### config.mk
export PLATFORM = sky130hd
export DESIGN_NAME = ssx_exec
export DESIGN_NICKNAME = d
export VERILOG_FILES = /design/src/hw/ssx_pkg.sv /design/src/hw/ssx_exec.sv
export SDC_FILE = /design/constraint.sdc
export NUM_CORES = 1
export LEC_CHECK = 0
export BUFFER_PORTS_ARGS = -buffer_cell sky130_fd_sc_hd__buf_2
export CAP_MARGIN = 10
export CORE_AREA = 2 2 224 226
export CTS_BUF_LIST = sky130_fd_sc_hd__clkbuf_4
export DETAILED_ROUTE_END_ITERATION = 12
export DIE_AREA = 0 0 226 228
export HOLD_SLACK_MARGIN = 0.08
export PLACE_DENSITY_LB_ADDON = 0.08
export SYNTH_ARGS = -nofsm -noshare
export SYNTH_HDL_FRONTEND = slang
export SYNTH_SLANG_ARGS = --single-unit
### constraint.sdc
create_clock -name aclk -period 7.92 [get_ports aclk]
set_input_delay 0 -clock aclk [delete_from_list [all_inputs] [get_ports aclk]]
set_output_delay 0 -clock aclk [all_outputs]
set_load 0.005 [all_outputs]
### src/hw/ssx_pkg.sv
// package: types and constants for the subtract/swap/skip execution block
package ssx_pkg;

  // ****************************************************************
  // register map (byte addresses on the control bus)
  // ****************************************************************
  localparam int SSX_ADDR_W = 12;
  localparam logic [11:0] SSX_REG_CTRL = 12'h000;
  localparam logic [11:0] SSX_REG_WREG = 12'h004;
  localparam logic [11:0] SSX_REG_STATUS = 12'h008;
  localparam logic [11:0] SSX_REG_SKIPS = 12'h00c;
  localparam logic [11:0] SSX_MEM_BASE = 12'h100;
  localparam logic [11:0] SSX_MEM_LAST = 12'h1fc;

  // ****************************************************************
  // field positions and reset values
  // ****************************************************************
  localparam int SSX_CTRL_EN_BIT = 0;
  localparam logic [31:0] SSX_CTRL_RESET = 32'h0000_0001;
  localparam logic [7:0] SSX_WREG_RESET = 8'h00;
  localparam logic [15:0] SSX_SKIPS_RESET = 16'h0000;
  localparam int SSX_FLAG_BORROW_INV_BIT = 0;
  localparam int SSX_FLAG_NIBBLE_BIT = 1;
  localparam int SSX_FLAG_NIL_BIT = 2;
  localparam int SSX_FLAG_WRAP_BIT = 3;
  localparam logic [1:0] SSX_RESP_OKAY = 2'h0;
  localparam logic [1:0] SSX_RESP_SLVERR = 2'h2;

  // ****************************************************************
  // data memory and timing
  // ****************************************************************
  localparam int SSX_MEM_AW = 6;
  localparam int SSX_MEM_DEPTH = 64;
  localparam int SSX_CLK_PERIOD_PS = 5000;
  localparam int SSX_SKIP_CYCLES = 2;

  // ****************************************************************
  // types
  // ****************************************************************
  typedef enum logic [3:0] {
    SSX_OP_NOP,
    SSX_OP_SUB_MEM,
    SSX_OP_DIFF_MEM,
    SSX_OP_SUB_IMM,
    SSX_OP_SWAP,
    SSX_OP_XCHG_WR,
    SSX_OP_SKIP_NIL,
    SSX_OP_LOAD_SKIP,
    SSX_OP_BIT_SKIP
  } ssx_op_t;

  typedef enum logic {
    SSX_ST_RUN,
    SSX_ST_DUMMY
  } ssx_state_t;

  typedef struct packed {
    ssx_op_t op;
    logic [5:0] addr;
    logic [7:0] imm;
    logic [2:0] bit_sel;
  } ssx_issue_t;

  typedef struct packed {
    logic signed_wrap;
    logic nil_result;
    logic nibble_carry;
    logic borrow_inverse;
  } ssx_flags_t;

  typedef struct packed {
    logic [7:0] diff;
    ssx_flags_t flags;
  } ssx_sub_t;

endpackage : ssx_pkg

### src/hw/ssx_exec.sv
// execution unit for subtract, nibble swap and skip instructions with AXI4-Lite access
//
// Summary of operation
// - difference_to_memory writes working_register minus memory byte back to memory.
// - subtraction sets borrow_inverse when result non-negative; updates all four flags.
// - immediate subtract puts working_register minus constant into working_register.
// - in-place swap exchanges the two nibbles of the memory byte.
// - nibble_exchange_to_wr loads swapped memory byte into working_register, memory kept.
// - skip_on_nil skips the next instruction when the memory byte is zero.
// - taken skip inserts one dummy cycle, making the skip two cycles long.
// - load_skip_on_nil copies byte to working_register and skips when zero.
// - bit-test skip skips the next instruction when the selected bit is zero.
// - untaken skip continues with the next instruction, no extra cycle.
`timescale 1ns/1ps
module ssx_exec
  import ssx_pkg::*;
(
  // clock and reset
  input wire logic aclk,
  input wire logic aresetn,
  // instruction issue from the decoder
  input wire logic issue_valid,
  input wire ssx_issue_t issue,
  output logic issue_ready,
  output logic skip_taken,
  // core state
  output logic [7:0] working_register,
  output ssx_flags_t flags,
  // AXI4-Lite write channels
  input wire logic [11:0] s_axi_awaddr,
  input wire logic s_axi_awvalid,
  output logic s_axi_awready,
  input wire logic [31:0] s_axi_wdata,
  input wire logic [3:0] s_axi_wstrb,
  input wire logic s_axi_wvalid,
  output logic s_axi_wready,
  output logic [1:0] s_axi_bresp,
  output logic s_axi_bvalid,
  input wire logic s_axi_bready,
  // AXI4-Lite read channels
  input wire logic [11:0] s_axi_araddr,
  input wire logic s_axi_arvalid,
  output logic s_axi_arready,
  output logic [31:0] s_axi_rdata,
  output logic [1:0] s_axi_rresp,
  output logic s_axi_rvalid,
  input wire logic s_axi_rready
);

  // ****************************************************************
  // functions
  // ****************************************************************
  function automatic ssx_sub_t ssx_subtract(input logic [7:0] a, input logic [7:0] b);
    ssx_sub_t r;
    r.diff = 8'(a - b);
    r.flags.borrow_inverse = (a >= b);
    r.flags.nibble_carry = (a[3:0] >= b[3:0]);
    r.flags.nil_result = (r.diff == 8'h00);
    r.flags.signed_wrap = (a[7] != b[7]) && (r.diff[7] != a[7]);
    return r;
  endfunction : ssx_subtract

  function automatic logic ssx_is_mem(input logic [11:0] a);
    return (a >= SSX_MEM_BASE) && (a <= SSX_MEM_LAST);
  endfunction : ssx_is_mem

  // ****************************************************************
  // state
  // ****************************************************************
  logic [7:0] mem [SSX_MEM_DEPTH];
  ssx_state_t state;
  logic [31:0] ctrl;
  logic [15:0] skip_count;
  logic ctrl_en;
  logic fire;
  logic [7:0] operand_m;
  ssx_sub_t sub_res;
  logic next_wr_en;
  logic [7:0] next_wr;
  logic next_flags_en;
  logic next_mem_en;
  logic [7:0] next_mem;
  logic next_skip;
  logic [11:0] aw_addr;
  logic aw_held;
  logic [31:0] w_data;
  logic [3:0] w_strb;
  logic w_held;
  logic write_go;
  logic sw_mem_we;
  logic [5:0] sw_mem_idx;
  logic [5:0] rd_mem_idx;
  logic [31:0] next_rdata;
  logic [1:0] next_rresp;

  assign ctrl_en = ctrl[SSX_CTRL_EN_BIT];
  assign fire = issue_valid && issue_ready;
  assign operand_m = mem[issue.addr];

  // ****************************************************************
  // instruction execution
  // ****************************************************************
  always_comb begin
    next_wr_en = 1'b0;
    next_wr = working_register;
    next_flags_en = 1'b0;
    next_mem_en = 1'b0;
    next_mem = operand_m;
    next_skip = 1'b0;
    sub_res = ssx_subtract(working_register, operand_m);
    unique case (issue.op)
      SSX_OP_NOP: begin
      end
      SSX_OP_SUB_MEM: begin
        next_wr_en = 1'b1;
        next_wr = sub_res.diff;
        next_flags_en = 1'b1;
      end
      SSX_OP_DIFF_MEM: begin
        next_mem_en = 1'b1;
        next_mem = sub_res.diff;
        next_flags_en = 1'b1;
      end
      SSX_OP_SUB_IMM: begin
        sub_res = ssx_subtract(working_register, issue.imm);
        next_wr_en = 1'b1;
        next_wr = sub_res.diff;
        next_flags_en = 1'b1;
      end
      SSX_OP_SWAP: begin
        next_mem_en = 1'b1;
        next_mem = {operand_m[3:0], operand_m[7:4]};
      end
      SSX_OP_XCHG_WR: begin
        next_wr_en = 1'b1;
        next_wr = {operand_m[3:0], operand_m[7:4]};
      end
      SSX_OP_SKIP_NIL: begin
        next_skip = (operand_m == 8'h00);
      end
      SSX_OP_LOAD_SKIP: begin
        next_wr_en = 1'b1;
        next_wr = operand_m;
        next_skip = (operand_m == 8'h00);
      end
      SSX_OP_BIT_SKIP: begin
        next_skip = !operand_m[issue.bit_sel];
      end
      default: begin
      end
    endcase
  end

  // ****************************************************************
  // skip sequencing
  // ****************************************************************
  // the dummy cycle holds off the next issue while fetch refills
  always_ff @(posedge aclk) begin
    if (!aresetn) begin
      state <= SSX_ST_RUN;
      issue_ready <= 1'b0;
      skip_taken <= 1'b0;
    end else begin
      skip_taken <= fire && next_skip;
      unique case (state)
        SSX_ST_RUN: begin
          if (fire && next_skip) begin
            state <= SSX_ST_DUMMY;
            issue_ready <= 1'b0;
          end else begin
            issue_ready <= ctrl_en;
          end
        end
        SSX_ST_DUMMY: begin
          state <= SSX_ST_RUN;
          issue_ready <= ctrl_en;
        end
      endcase
    end
  end

  always_ff @(posedge aclk) begin
    if (!aresetn) begin
      skip_count <= SSX_SKIPS_RESET;
    end else if (fire && next_skip) begin
      skip_count <= 16'(skip_count + 16'h0001);
    end
  end

  // ****************************************************************
  // working register and flags
  // ****************************************************************
  always_ff @(posedge aclk) begin
    if (!aresetn) begin
      working_register <= SSX_WREG_RESET;
    end else if (fire && next_wr_en) begin
      working_register <= next_wr;
    end else if (write_go && aw_addr == SSX_REG_WREG && w_strb[0]) begin
      working_register <= w_data[7:0];
    end
  end

  // swaps and skips never load the flags
  always_ff @(posedge aclk) begin
    if (!aresetn) begin
      flags <= '0;
    end else if (fire && next_flags_en) begin
      flags <= sub_res.flags;
    end
  end

  // ****************************************************************
  // data memory
  // ****************************************************************
  assign sw_mem_idx = aw_addr[7:2];
  assign sw_mem_we = write_go && ssx_is_mem(aw_addr) && w_strb[0];

  always_ff @(posedge aclk) begin
    if (fire && next_mem_en) begin
      mem[issue.addr] <= next_mem;
    end else if (sw_mem_we) begin
      mem[sw_mem_idx] <= w_data[7:0];
    end
  end

  // ****************************************************************
  // AXI4-Lite write side
  // ****************************************************************
  // a bus write waits while an instruction executes, so neither is lost
  assign write_go = aw_held && w_held && !s_axi_bvalid && !fire;

  always_ff @(posedge aclk) begin
    if (!aresetn) begin
      s_axi_awready <= 1'b1;
      s_axi_wready <= 1'b1;
      s_axi_bvalid <= 1'b0;
      s_axi_bresp <= SSX_RESP_OKAY;
      aw_held <= 1'b0;
      w_held <= 1'b0;
      aw_addr <= '0;
      w_data <= '0;
      w_strb <= '0;
    end else begin
      if (s_axi_awvalid && s_axi_awready) begin
        aw_addr <= s_axi_awaddr;
        aw_held <= 1'b1;
        s_axi_awready <= 1'b0;
      end
      if (s_axi_wvalid && s_axi_wready) begin
        w_data <= s_axi_wdata;
        w_strb <= s_axi_wstrb;
        w_held <= 1'b1;
        s_axi_wready <= 1'b0;
      end
      if (write_go) begin
        s_axi_bvalid <= 1'b1;
        aw_held <= 1'b0;
        w_held <= 1'b0;
        if (ssx_is_mem(aw_addr) || aw_addr == SSX_REG_CTRL || aw_addr == SSX_REG_WREG) begin
          s_axi_bresp <= SSX_RESP_OKAY;
        end else begin
          s_axi_bresp <= SSX_RESP_SLVERR;
        end
      end
      if (s_axi_bvalid && s_axi_bready) begin
        s_axi_bvalid <= 1'b0;
        s_axi_awready <= 1'b1;
        s_axi_wready <= 1'b1;
      end
    end
  end

  always_ff @(posedge aclk) begin
    if (!aresetn) begin
      ctrl <= SSX_CTRL_RESET;
    end else if (write_go && aw_addr == SSX_REG_CTRL && w_strb[0]) begin
      ctrl <= {31'h0000_0000, w_data[SSX_CTRL_EN_BIT]};
    end
  end

  // ****************************************************************
  // AXI4-Lite read side
  // ****************************************************************
  assign rd_mem_idx = s_axi_araddr[7:2];

  always_comb begin
    next_rdata = 32'h0000_0000;
    next_rresp = SSX_RESP_OKAY;
    if (ssx_is_mem(s_axi_araddr)) begin
      next_rdata = {24'h00_0000, mem[rd_mem_idx]};
    end else if (s_axi_araddr == SSX_REG_CTRL) begin
      next_rdata = ctrl;
    end else if (s_axi_araddr == SSX_REG_WREG) begin
      next_rdata = {24'h00_0000, working_register};
    end else if (s_axi_araddr == SSX_REG_STATUS) begin
      next_rdata = {28'h000_0000, flags};
    end else if (s_axi_araddr == SSX_REG_SKIPS) begin
      next_rdata = {16'h0000, skip_count};
    end else begin
      next_rresp = SSX_RESP_SLVERR;
    end
  end

  always_ff @(posedge aclk) begin
    if (!aresetn) begin
      s_axi_arready <= 1'b1;
      s_axi_rvalid <= 1'b0;
      s_axi_rdata <= '0;
      s_axi_rresp <= SSX_RESP_OKAY;
    end else if (s_axi_arvalid && s_axi_arready) begin
      s_axi_arready <= 1'b0;
      s_axi_rvalid <= 1'b1;
      s_axi_rdata <= next_rdata;
      s_axi_rresp <= next_rresp;
    end else if (s_axi_rvalid && s_axi_rready) begin
      s_axi_rvalid <= 1'b0;
      s_axi_arready <= 1'b1;
    end
  end

  // ****************************************************************
  // checks
  // ****************************************************************
  // snapshot of each issued instruction, compared one cycle later
  logic h_valid;
  ssx_issue_t h_issue;
  logic [7:0] h_wr;
  logic [7:0] h_m;
  ssx_flags_t h_flags;

  always_ff @(posedge aclk) begin
    if (!aresetn) begin
      h_valid <= 1'b0;
      h_issue <= '0;
      h_wr <= '0;
      h_m <= '0;
      h_flags <= '0;
    end else begin
      h_valid <= fire;
      h_issue <= issue;
      h_wr <= working_register;
      h_m <= operand_m;
      h_flags <= flags;
    end
  end
endmodule : ssx_exec

==> impl_metrics.env, run 1 <==
export IMPL_tritoncts_num_buffers=153
export IMPL_ys_dominant_reg_cell="sky130_fd_sc_hd__edfxtp_1"
export IMPL_req_time_crit_path_ns=8.83
export IMPL_post_route_min_period_ns=5.362
export IMPL_pre_cts_ws_ns=2.010
export IMPL_final_util=0.6737
export IMPL_synth_edf_count=512
export IMPL_yosys_register_bits=590
export IMPL_worstHoldStart="issue[16]"
export IMPL_syn_cell_area_um2=29130
export IMPL_postCtsResizedCells=0
export IMPL_grt_use_total=0.3454
export IMPL_path_class_of_the_lowest_slack_min_delay_path="input pin to flop"
export IMPL_yosys_warnings=0
export IMPL_cell_internal_pwr_mw=5.077
export IMPL_rsz0062_at_grt="false"
export IMPL_synthesis_instances=1874
export IMPL_largest_net_degree_at_the_start_of_global_routing=118
export IMPL_yosysTopAreaCellShare=0.5279
export IMPL_postCtsSetupRepairBufs=0
export IMPL_port_bufs=98
export IMPL_static_leakage_power_nw=11.52
export IMPL_netSwitchingFraction=0.2598
export IMPL_timing_critical_path_arrival_ns=6.27
export IMPL_globalRoute_totalOverflow=0
export IMPL_firstDrtPassIters=7
export IMPL_cp_depth=18
export IMPL_dr_first_iter_drc_count=2587
export IMPL_max_vdd_ir_drop_uv=162.2
export IMPL_clk_transition_reported_paths_ns=0.07
export IMPL_drc_errors=0
export IMPL_detailroute_via_count=19822
export IMPL_path_class="flop to flop"
export IMPL_floorplan_die_width_um=226
export IMPL_place_inst=2557
export IMPL_post_cts_hold_buffer_count=128
export IMPL_power_per_cell_area_nw_per_um2=206.3
export IMPL_fin_skew_ns=0.06220
export IMPL_timing_critical_path_to_type="flop"
export IMPL_yosysSeqAreaShare=0.5815
export IMPL_ioPinCount=144
export IMPL_synth_top_cells_by_area="sky130_fd_sc_hd__edfxtp_1, sky130_fd_sc_hd__mux4_2, sky130_fd_sc_hd__dfxtp_1"
export IMPL_regToRegEndpoint="flags[3]$_SDFFE_PN0P_"
export IMPL_clk_root_buffer_cell="sky130_fd_sc_hd__clkbuf_4"
export IMPL_final_max_slew_violation_count=0
export IMPL_pwr_share_comb=0.121
export IMPL_die_y_um=228
export IMPL_slew_headroom=0.1215
export IMPL_post_route_wl_um=86360
export IMPL_synth_xor_xnor_area_share=0.006014
export IMPL_fin_worst_hold_slack_ns=0.1985
export IMPL_wl_per_cell_um=29.30
export IMPL_drive_above_1_share=0.2963
export IMPL_p_seq_frac=0.511
export IMPL_placedInstanceArea_um2=30140
export IMPL_drtAntennaViolNets=0
export IMPL_worst_path_bufs_invs=2
export IMPL_launching_point_of_the_worst_reg2reg_path="mem[35][2]$_DFFE_PP_"
export IMPL_cts_sinks=590
export IMPL_viasPerCell=6.724
export IMPL_first_global_vias=19827
export IMPL_synth_compound_area_share=0.06173
export IMPL_nNetsFinal=2278
export IMPL_largest_family_of_logic_cells_by_synthesized_area="multiplexers"
export IMPL_grt_pass1_wl_um=126700
export IMPL_netlist_cell_type_count=82
export IMPL_start_kind="flop"
export IMPL_floorplan_initialDensity=0.5902
export IMPL_placeableCoreArea_um2=49350
export IMPL_crit_path_max_incr_delay_ns=0.60
export IMPL_synth_largest_area_cell="sky130_fd_sc_hd__edfxtp_1"
export IMPL_finalHoldViolCount=0
export IMPL_htree_num_levels=4
export IMPL_sum_of_negative_setup_slack_ns=0
export IMPL_clock_path_buffers=3
export IMPL_report_power_total_mw=6.859
export IMPL_nFillCells=3397
export IMPL_worstPathMaxFanout=7
export IMPL_critical_path_slowest_cell="sky130_fd_sc_hd__dlygate4sd3_1"
export IMPL_tritoncts="yes"
export IMPL_worst_setup_path_endpoint="flags[3]$_SDFFE_PN0P_"
export IMPL_synth_simple_gate_area_share=0.07101
export IMPL_cell_type_group_with_the_largest_total_delay_on_the_critical_path="compound AO/OA/AOI/OAI gates"
export IMPL_syn_to_final_growth_pct=14.14
export IMPL_timing_final_crit_share=0.6770
export IMPL_finalWeightedCongestion=0.9274
export IMPL_power_switching_mw=1.782
export IMPL_synth_fa_ha_area_frac=0.009536
export IMPL_outcome="complete, no violations"
export IMPL_design_die_area_um2=51530
export IMPL_clock_fmax_ghz=0.1865
export IMPL_post_dp_hpwl_um=54820
export IMPL_final_design_area_no_fill_um2=33250
export IMPL_synthArstFlopShare=0
export IMPL_reg2reg_depth=18
export IMPL_worst_slew_pin_transition_ns=1.313
export IMPL_post_synth_mux_area_share=0.2402
export IMPL_timing_final_setup_violations=0
export IMPL_synth_area_per_cell_um2=15.54
export IMPL_setup_crit_start="mem[35][2]$_DFFE_PP_"
export IMPL_rows=82
export IMPL_worst_skew_late_latency_ns=1.01
export IMPL_clock_power_share=0.368
export IMPL_grt_antenna_before_repair=3
export IMPL_path_cells="mux4_2 -> a22oi_1 -> nand3_1 -> a2bb2oi_1 -> nor2_1 -> ha_1 -> a21oi_1 -> o21ai_0 -> a21o_1 -> a21o_1 -> a21o_1 -> a21oi_1 -> nand2_1 -> o311ai_0 -> dlygate4sd3_1 -> nand3_1 -> dlygate4sd3_1 -> a21oi_1"
export IMPL_timing_reg2reg_setup_slack_ns=2.56
export IMPL_final_cells=2948
export IMPL_postLayoutSetupSlackWorst_ns=2.558
export IMPL_drv_cap=0
[placed cells by master, fill, tap and decap left out, drive strengths merged, types with 7 or more instances in the layout]
| cell type | instances |
|---|---|
| a31oi | 7 |
| mux4 | 266 |
| o211ai | 7 |
| nor3 | 15 |
| nand2 | 150 |
| edfxtp | 512 |
| a21o | 12 |
| buf | 130 |
| a22oi | 28 |
| conb | 18 |
| nand2b | 16 |
| nor2 | 171 |
| o22ai | 11 |
| a221oi | 15 |
| and2 | 10 |
| nand4 | 12 |
| o21ai | 28 |
| a21oi | 74 |
| ha | 19 |
| and3 | 9 |
| nand3 | 37 |
| dfxtp | 78 |
| nor2b | 10 |
| clkbuf | 222 |
| mux2i | 82 |
| mux2 | 16 |
| inv | 35 |
| a211oi | 15 |
| xnor2 | 15 |
| clkinv | 32 |
| dlygate4sd3 | 128 |
[worst min-delay path by stage]
stage / endpoint / slack (ns) / depth (start not counted)
CTS: s_axi_rdata[0]$_SDFFE_PN0P_ / 0.08 / 6
finish: working_register[1]$_SDFFE_PN0P_ / 0.20 / 7
global placement: s_axi_awready$_SDFFE_PP1P_ / 0.21 / 2
floorplan: s_axi_awready$_SDFFE_PP1P_ / 0.10 / 1
detailed placement: s_axi_wready$_SDFFE_PP1P_ / 0.22 / 2
global route: working_register[3]$_SDFFE_PN0P_ / 0.16 / 4
[flip-flops by register name (all words and copies together), names as in the netlist, 4 cells and up]
register / flops
aw_addr: 12
flags: 4
mem: 512
s_axi_rdata: 16
skip_count: 16
w_data: 8
working_register: 8
[logic make-up after synthesis]
family,after synthesis
flops,590
xor+xnor,20
mux,364
other cells,1
simple gates,458
fa+ha+maj,21
buf+inv,164
compound gates,256
[tightest hold or removal path: stages]
cell and delay [ns]:
sky130_fd_sc_hd__buf_2 0.36, sky130_fd_sc_hd__a31oi_1 0.08, sky130_fd_sc_hd__a32oi_1 0.22, sky130_fd_sc_hd__buf_4 0.23, sky130_fd_sc_hd__nand2_1 0.07, sky130_fd_sc_hd__o211ai_1 0.08
sky130_fd_sc_hd__a221oi_1 0.07
[layout make-up]
class	count	area [µm²]	share of cell area
antenna	1	2.502	0.00007527
clock buffer	222	1667	0.05013
clock inverter	40	155.1	0.004667
inverter	28	105.1	0.003161
multi-input combinational	1137	11470	0.3451
sequential	590	16940	0.5094
tap	672	840.8	0.02529
timing repair buffer	258	2066	0.06214
[synthesized netlist by cell type, drive strengths merged, types with 16 or more instances]
cell type and instances:
clkbuf 60, dfxtp 78, ha 19, inv 26, o21ai 28, mux2 16, mux2i 82, buf 76
nand3 37, mux4 266, nand2b 16, a21oi 74, edfxtp 512, nor2 171, a22oi 28, nand2 150
[power groups by stage]
stage / Clock [mW] / Sequential [mW] / Combinational [mW]
5_1_grt: 2.72 / 3.50 / 0.877
3_5_place_dp: 0 / 3.57 / 0.761
3_3_place_gp: 0 / 3.57 / 0.745
2_1_floorplan: 0 / 3.58 / 0.495
4_1_cts: 2.56 / 3.50 / 0.813
6_report: 2.52 / 3.50 / 0.830
[routing by layer]
metal / global-route usage / share of wire / up-vias
met5: 0 / 0.00029 / -
met4: 0.1602 / 0.050 / 4
met3: 0.1036 / 0.11 / 247
met2: 0.5306 / 0.47 / 1290
met1: 0.4575 / 0.37 / 10059
li1: - / - / 8222
(Power assumes the default switching activity.)
==> run 2, diff against run 1 <==
- clock period: 7.92 -> 5.6 ns (I/O delays scaled with it)
==> run 2 against run 1 <==
  * First-iteration DRC count rose by 1.4%
  * Die area did not move
  * Via count grew 0.75%
  * Flip-flop and latch count stayed put
  * Clock skew grew 0.0093 ns
  * Fmax rose by 5.4%
  * Core utilization up 1.0 points
  * Global-route usage increased by 0.72 points
  * Critical path type unchanged
==> impl_metrics.env, run 2 (synthesis results as in run 1) <==
export IMPL_path_class="flop to flop"
export IMPL_placedInstanceArea_um2=30640
export IMPL_post_dp_hpwl_um=57160
export IMPL_ioPinCount=144
export IMPL_firstDrtPassIters=7
export IMPL_nNetsFinal=2339
export IMPL_power_per_cell_area_nw_per_um2=288.4
export IMPL_detailroute_via_count=19970
export IMPL_sum_of_negative_setup_slack_ns=0
export IMPL_path_class_of_the_lowest_slack_min_delay_path="input pin to flop"
export IMPL_worst_skew_late_latency_ns=1.04
export IMPL_timing_final_crit_share=0.9087
export IMPL_clock_path_buffers=3
export IMPL_worst_slew_pin_transition_ns=1.219
export IMPL_dr_first_iter_drc_count=2623
export IMPL_grt_use_total=0.3526
export IMPL_drv_cap=0
export IMPL_drive_above_1_share=0.3165
export IMPL_wl_per_cell_um=29.08
export IMPL_clock_fmax_ghz=0.1965
export IMPL_fin_skew_ns=0.07154
export IMPL_static_leakage_power_nw=11.85
export IMPL_viasPerCell=6.619
export IMPL_cts_sinks=590
export IMPL_setup_crit_start="mem[43][1]$_DFFE_PP_"
export IMPL_rows=82
export IMPL_worst_setup_path_endpoint="flags[3]$_SDFFE_PN0P_"
export IMPL_start_kind="flop"
export IMPL_final_design_area_no_fill_um2=33750
export IMPL_post_route_wl_um=87720
export IMPL_timing_critical_path_arrival_ns=6.01
export IMPL_clk_transition_reported_paths_ns=0.07
export IMPL_postCtsResizedCells=0
export IMPL_report_power_total_mw=9.733
export IMPL_timing_final_setup_violations=0
export IMPL_post_route_min_period_ns=5.089
export IMPL_final_max_slew_violation_count=0
export IMPL_largest_register_ffs=512
export IMPL_finalHoldViolCount=0
export IMPL_regMostFlops="mem"
export IMPL_tritoncts_num_buffers=153
export IMPL_port_bufs=98
export IMPL_fin_worst_hold_slack_ns=0.1720
export IMPL_outcome="complete, no violations"
export IMPL_die_y_um=228
export IMPL_grt_antenna_before_repair=3
export IMPL_tritoncts="yes"
export IMPL_drtAntennaViolNets=0
export IMPL_drc_errors=0
export IMPL_design_die_area_um2=51530
export IMPL_floorplan_initialDensity=0.5902
export IMPL_worstPathMaxFanout=3
export IMPL_largest_net_degree_at_the_start_of_global_routing=85
export IMPL_timing_reg2reg_setup_slack_ns=0.51
export IMPL_htree_num_levels=4
export IMPL_regToRegEndpoint="flags[3]$_SDFFE_PN0P_"
export IMPL_finalWeightedCongestion=0.9275
export IMPL_floorplan_die_width_um=226
export IMPL_reg2reg_depth=17
export IMPL_timing_critical_path_to_type="flop"
export IMPL_layout_top_registers="mem x512, s_axi_rdata x16, skip_count x16"
export IMPL_place_inst=2620
export IMPL_launching_point_of_the_worst_reg2reg_path="mem[43][1]$_DFFE_PP_"
export IMPL_nFillCells=3362
export IMPL_placeableCoreArea_um2=49350
export IMPL_slew_headroom=0.1840
export IMPL_first_global_vias=20265
export IMPL_syn_to_final_growth_pct=15.88
export IMPL_worstHoldStart="issue[17]"
export IMPL_globalRoute_totalOverflow=0
export IMPL_max_vdd_ir_drop_uv=246.0
export IMPL_rsz0062_at_grt="false"
export IMPL_req_time_crit_path_ns=6.52
export IMPL_layout_common_cells="sky130_fd_sc_hd__edfxtp_1, sky130_fd_sc_hd__mux4_2, sky130_fd_sc_hd__clkbuf_4, sky130_fd_sc_hd__nor2_1, sky130_fd_sc_hd__nand2_1"
export IMPL_most_common_library_cell_in_the_layout_ignoring_fill_and_taps="sky130_fd_sc_hd__edfxtp_1"
export IMPL_grt_pass1_wl_um=129100
export IMPL_clk_root_buffer_cell="sky130_fd_sc_hd__clkbuf_4"
export IMPL_final_cells=3017
## run 2: cell count changes in the layout (fill, tap and decap cells not counted), sizes merged
cell	previous run	this run
dlygate4sd3	128	126
diode	1	4
inv	35	34
clkbuf	222	220
buf	130	193
clkinv	32	40
## run 2: worst min-delay path by stage
| stage | slack, ns | cells past startpoint | endpoint |
|---|---|---|---|
| after CTS | 0.08 | 5 | working_register[5]$_SDFFE_PN0P_ |
| after detailed placement | 0.22 | 2 | s_axi_wready$_SDFFE_PP1P_ |
| after floorplan | 0.10 | 1 | s_axi_awready$_SDFFE_PP1P_ |
| final | 0.17 | 5 | working_register[5]$_SDFFE_PN0P_ |
| after global placement | 0.21 | 2 | s_axi_awready$_SDFFE_PP1P_ |
| after global routing | 0.11 | 4 | working_register[3]$_SDFFE_PN0P_ |
## run 2: area by class of cell
class	count	area [µm²]	area share
multi-input combinational	1137	11470	0.3399
timing repair buffer	319	2544	0.07537
antenna	4	10.01	0.0002966
inverter	28	105.1	0.003114
clock inverter	47	190.2	0.005635
tap	672	840.8	0.02491
clock buffer	220	1652	0.04893
sequential	590	16940	0.5018
## run 2: critical path: stages (launching register included)
cell and delay, ns:
sky130_fd_sc_hd__edfxtp_1 0.38, sky130_fd_sc_hd__mux4_2 0.48, sky130_fd_sc_hd__mux2i_1 0.31, sky130_fd_sc_hd__o211ai_1 0.29, sky130_fd_sc_hd__a32oi_1 0.59, sky130_fd_sc_hd__ha_1 0.37
sky130_fd_sc_hd__nand2_1 0.06, sky130_fd_sc_hd__o21ai_0 0.12, sky130_fd_sc_hd__a21o_1 0.23, sky130_fd_sc_hd__a21o_1 0.21, sky130_fd_sc_hd__a21o_1 0.18, sky130_fd_sc_hd__a21oi_1 0.29
sky130_fd_sc_hd__nand2_1 0.08, sky130_fd_sc_hd__o311ai_0 0.10, sky130_fd_sc_hd__dlygate4sd3_1 0.59, sky130_fd_sc_hd__nand3_1 0.06, sky130_fd_sc_hd__dlygate4sd3_1 0.55, sky130_fd_sc_hd__a21oi_1 0.16
## run 2: per-layer routing
layer / track usage / share of wire / vias to the layer above
li1: - / - / 8354
met1: 0.4640 / 0.37 / 10138
met2: 0.5440 / 0.47 / 1227
met3: 0.1052 / 0.11 / 249
met4: 0.1660 / 0.050 / 2
met5: 0 / 0.00017 / -
## run 2: report_power, final
part | leakage [nW] | switching, mW | internal [mW]
registers | 5.25 | 0.0256 | 4.93
logic | 5.48 | 0.735 | 0.462
clock network | 1.12 | 1.78 | 1.80
total | 11.9 | 2.54 | 7.20
## run 2: timing repair
| action | in CTS | in global routing |
|---|---|---|
| hold buffers | 126 | 0 |
| buffers inserted | 0 | 0 |
| hold endpoints to repair | 142 | 0 |
## run 2: through the flow
step,util,setup WS [ns]
5_1_grt,0.6839,0.2778
6_report,0.6839,0.5113
3_5_place_dp,0.6208,0.5122
3_3_place_gp,0.6208,0.5273
4_1_cts,0.6837,0.5263
2_1_floorplan,-,0.1094
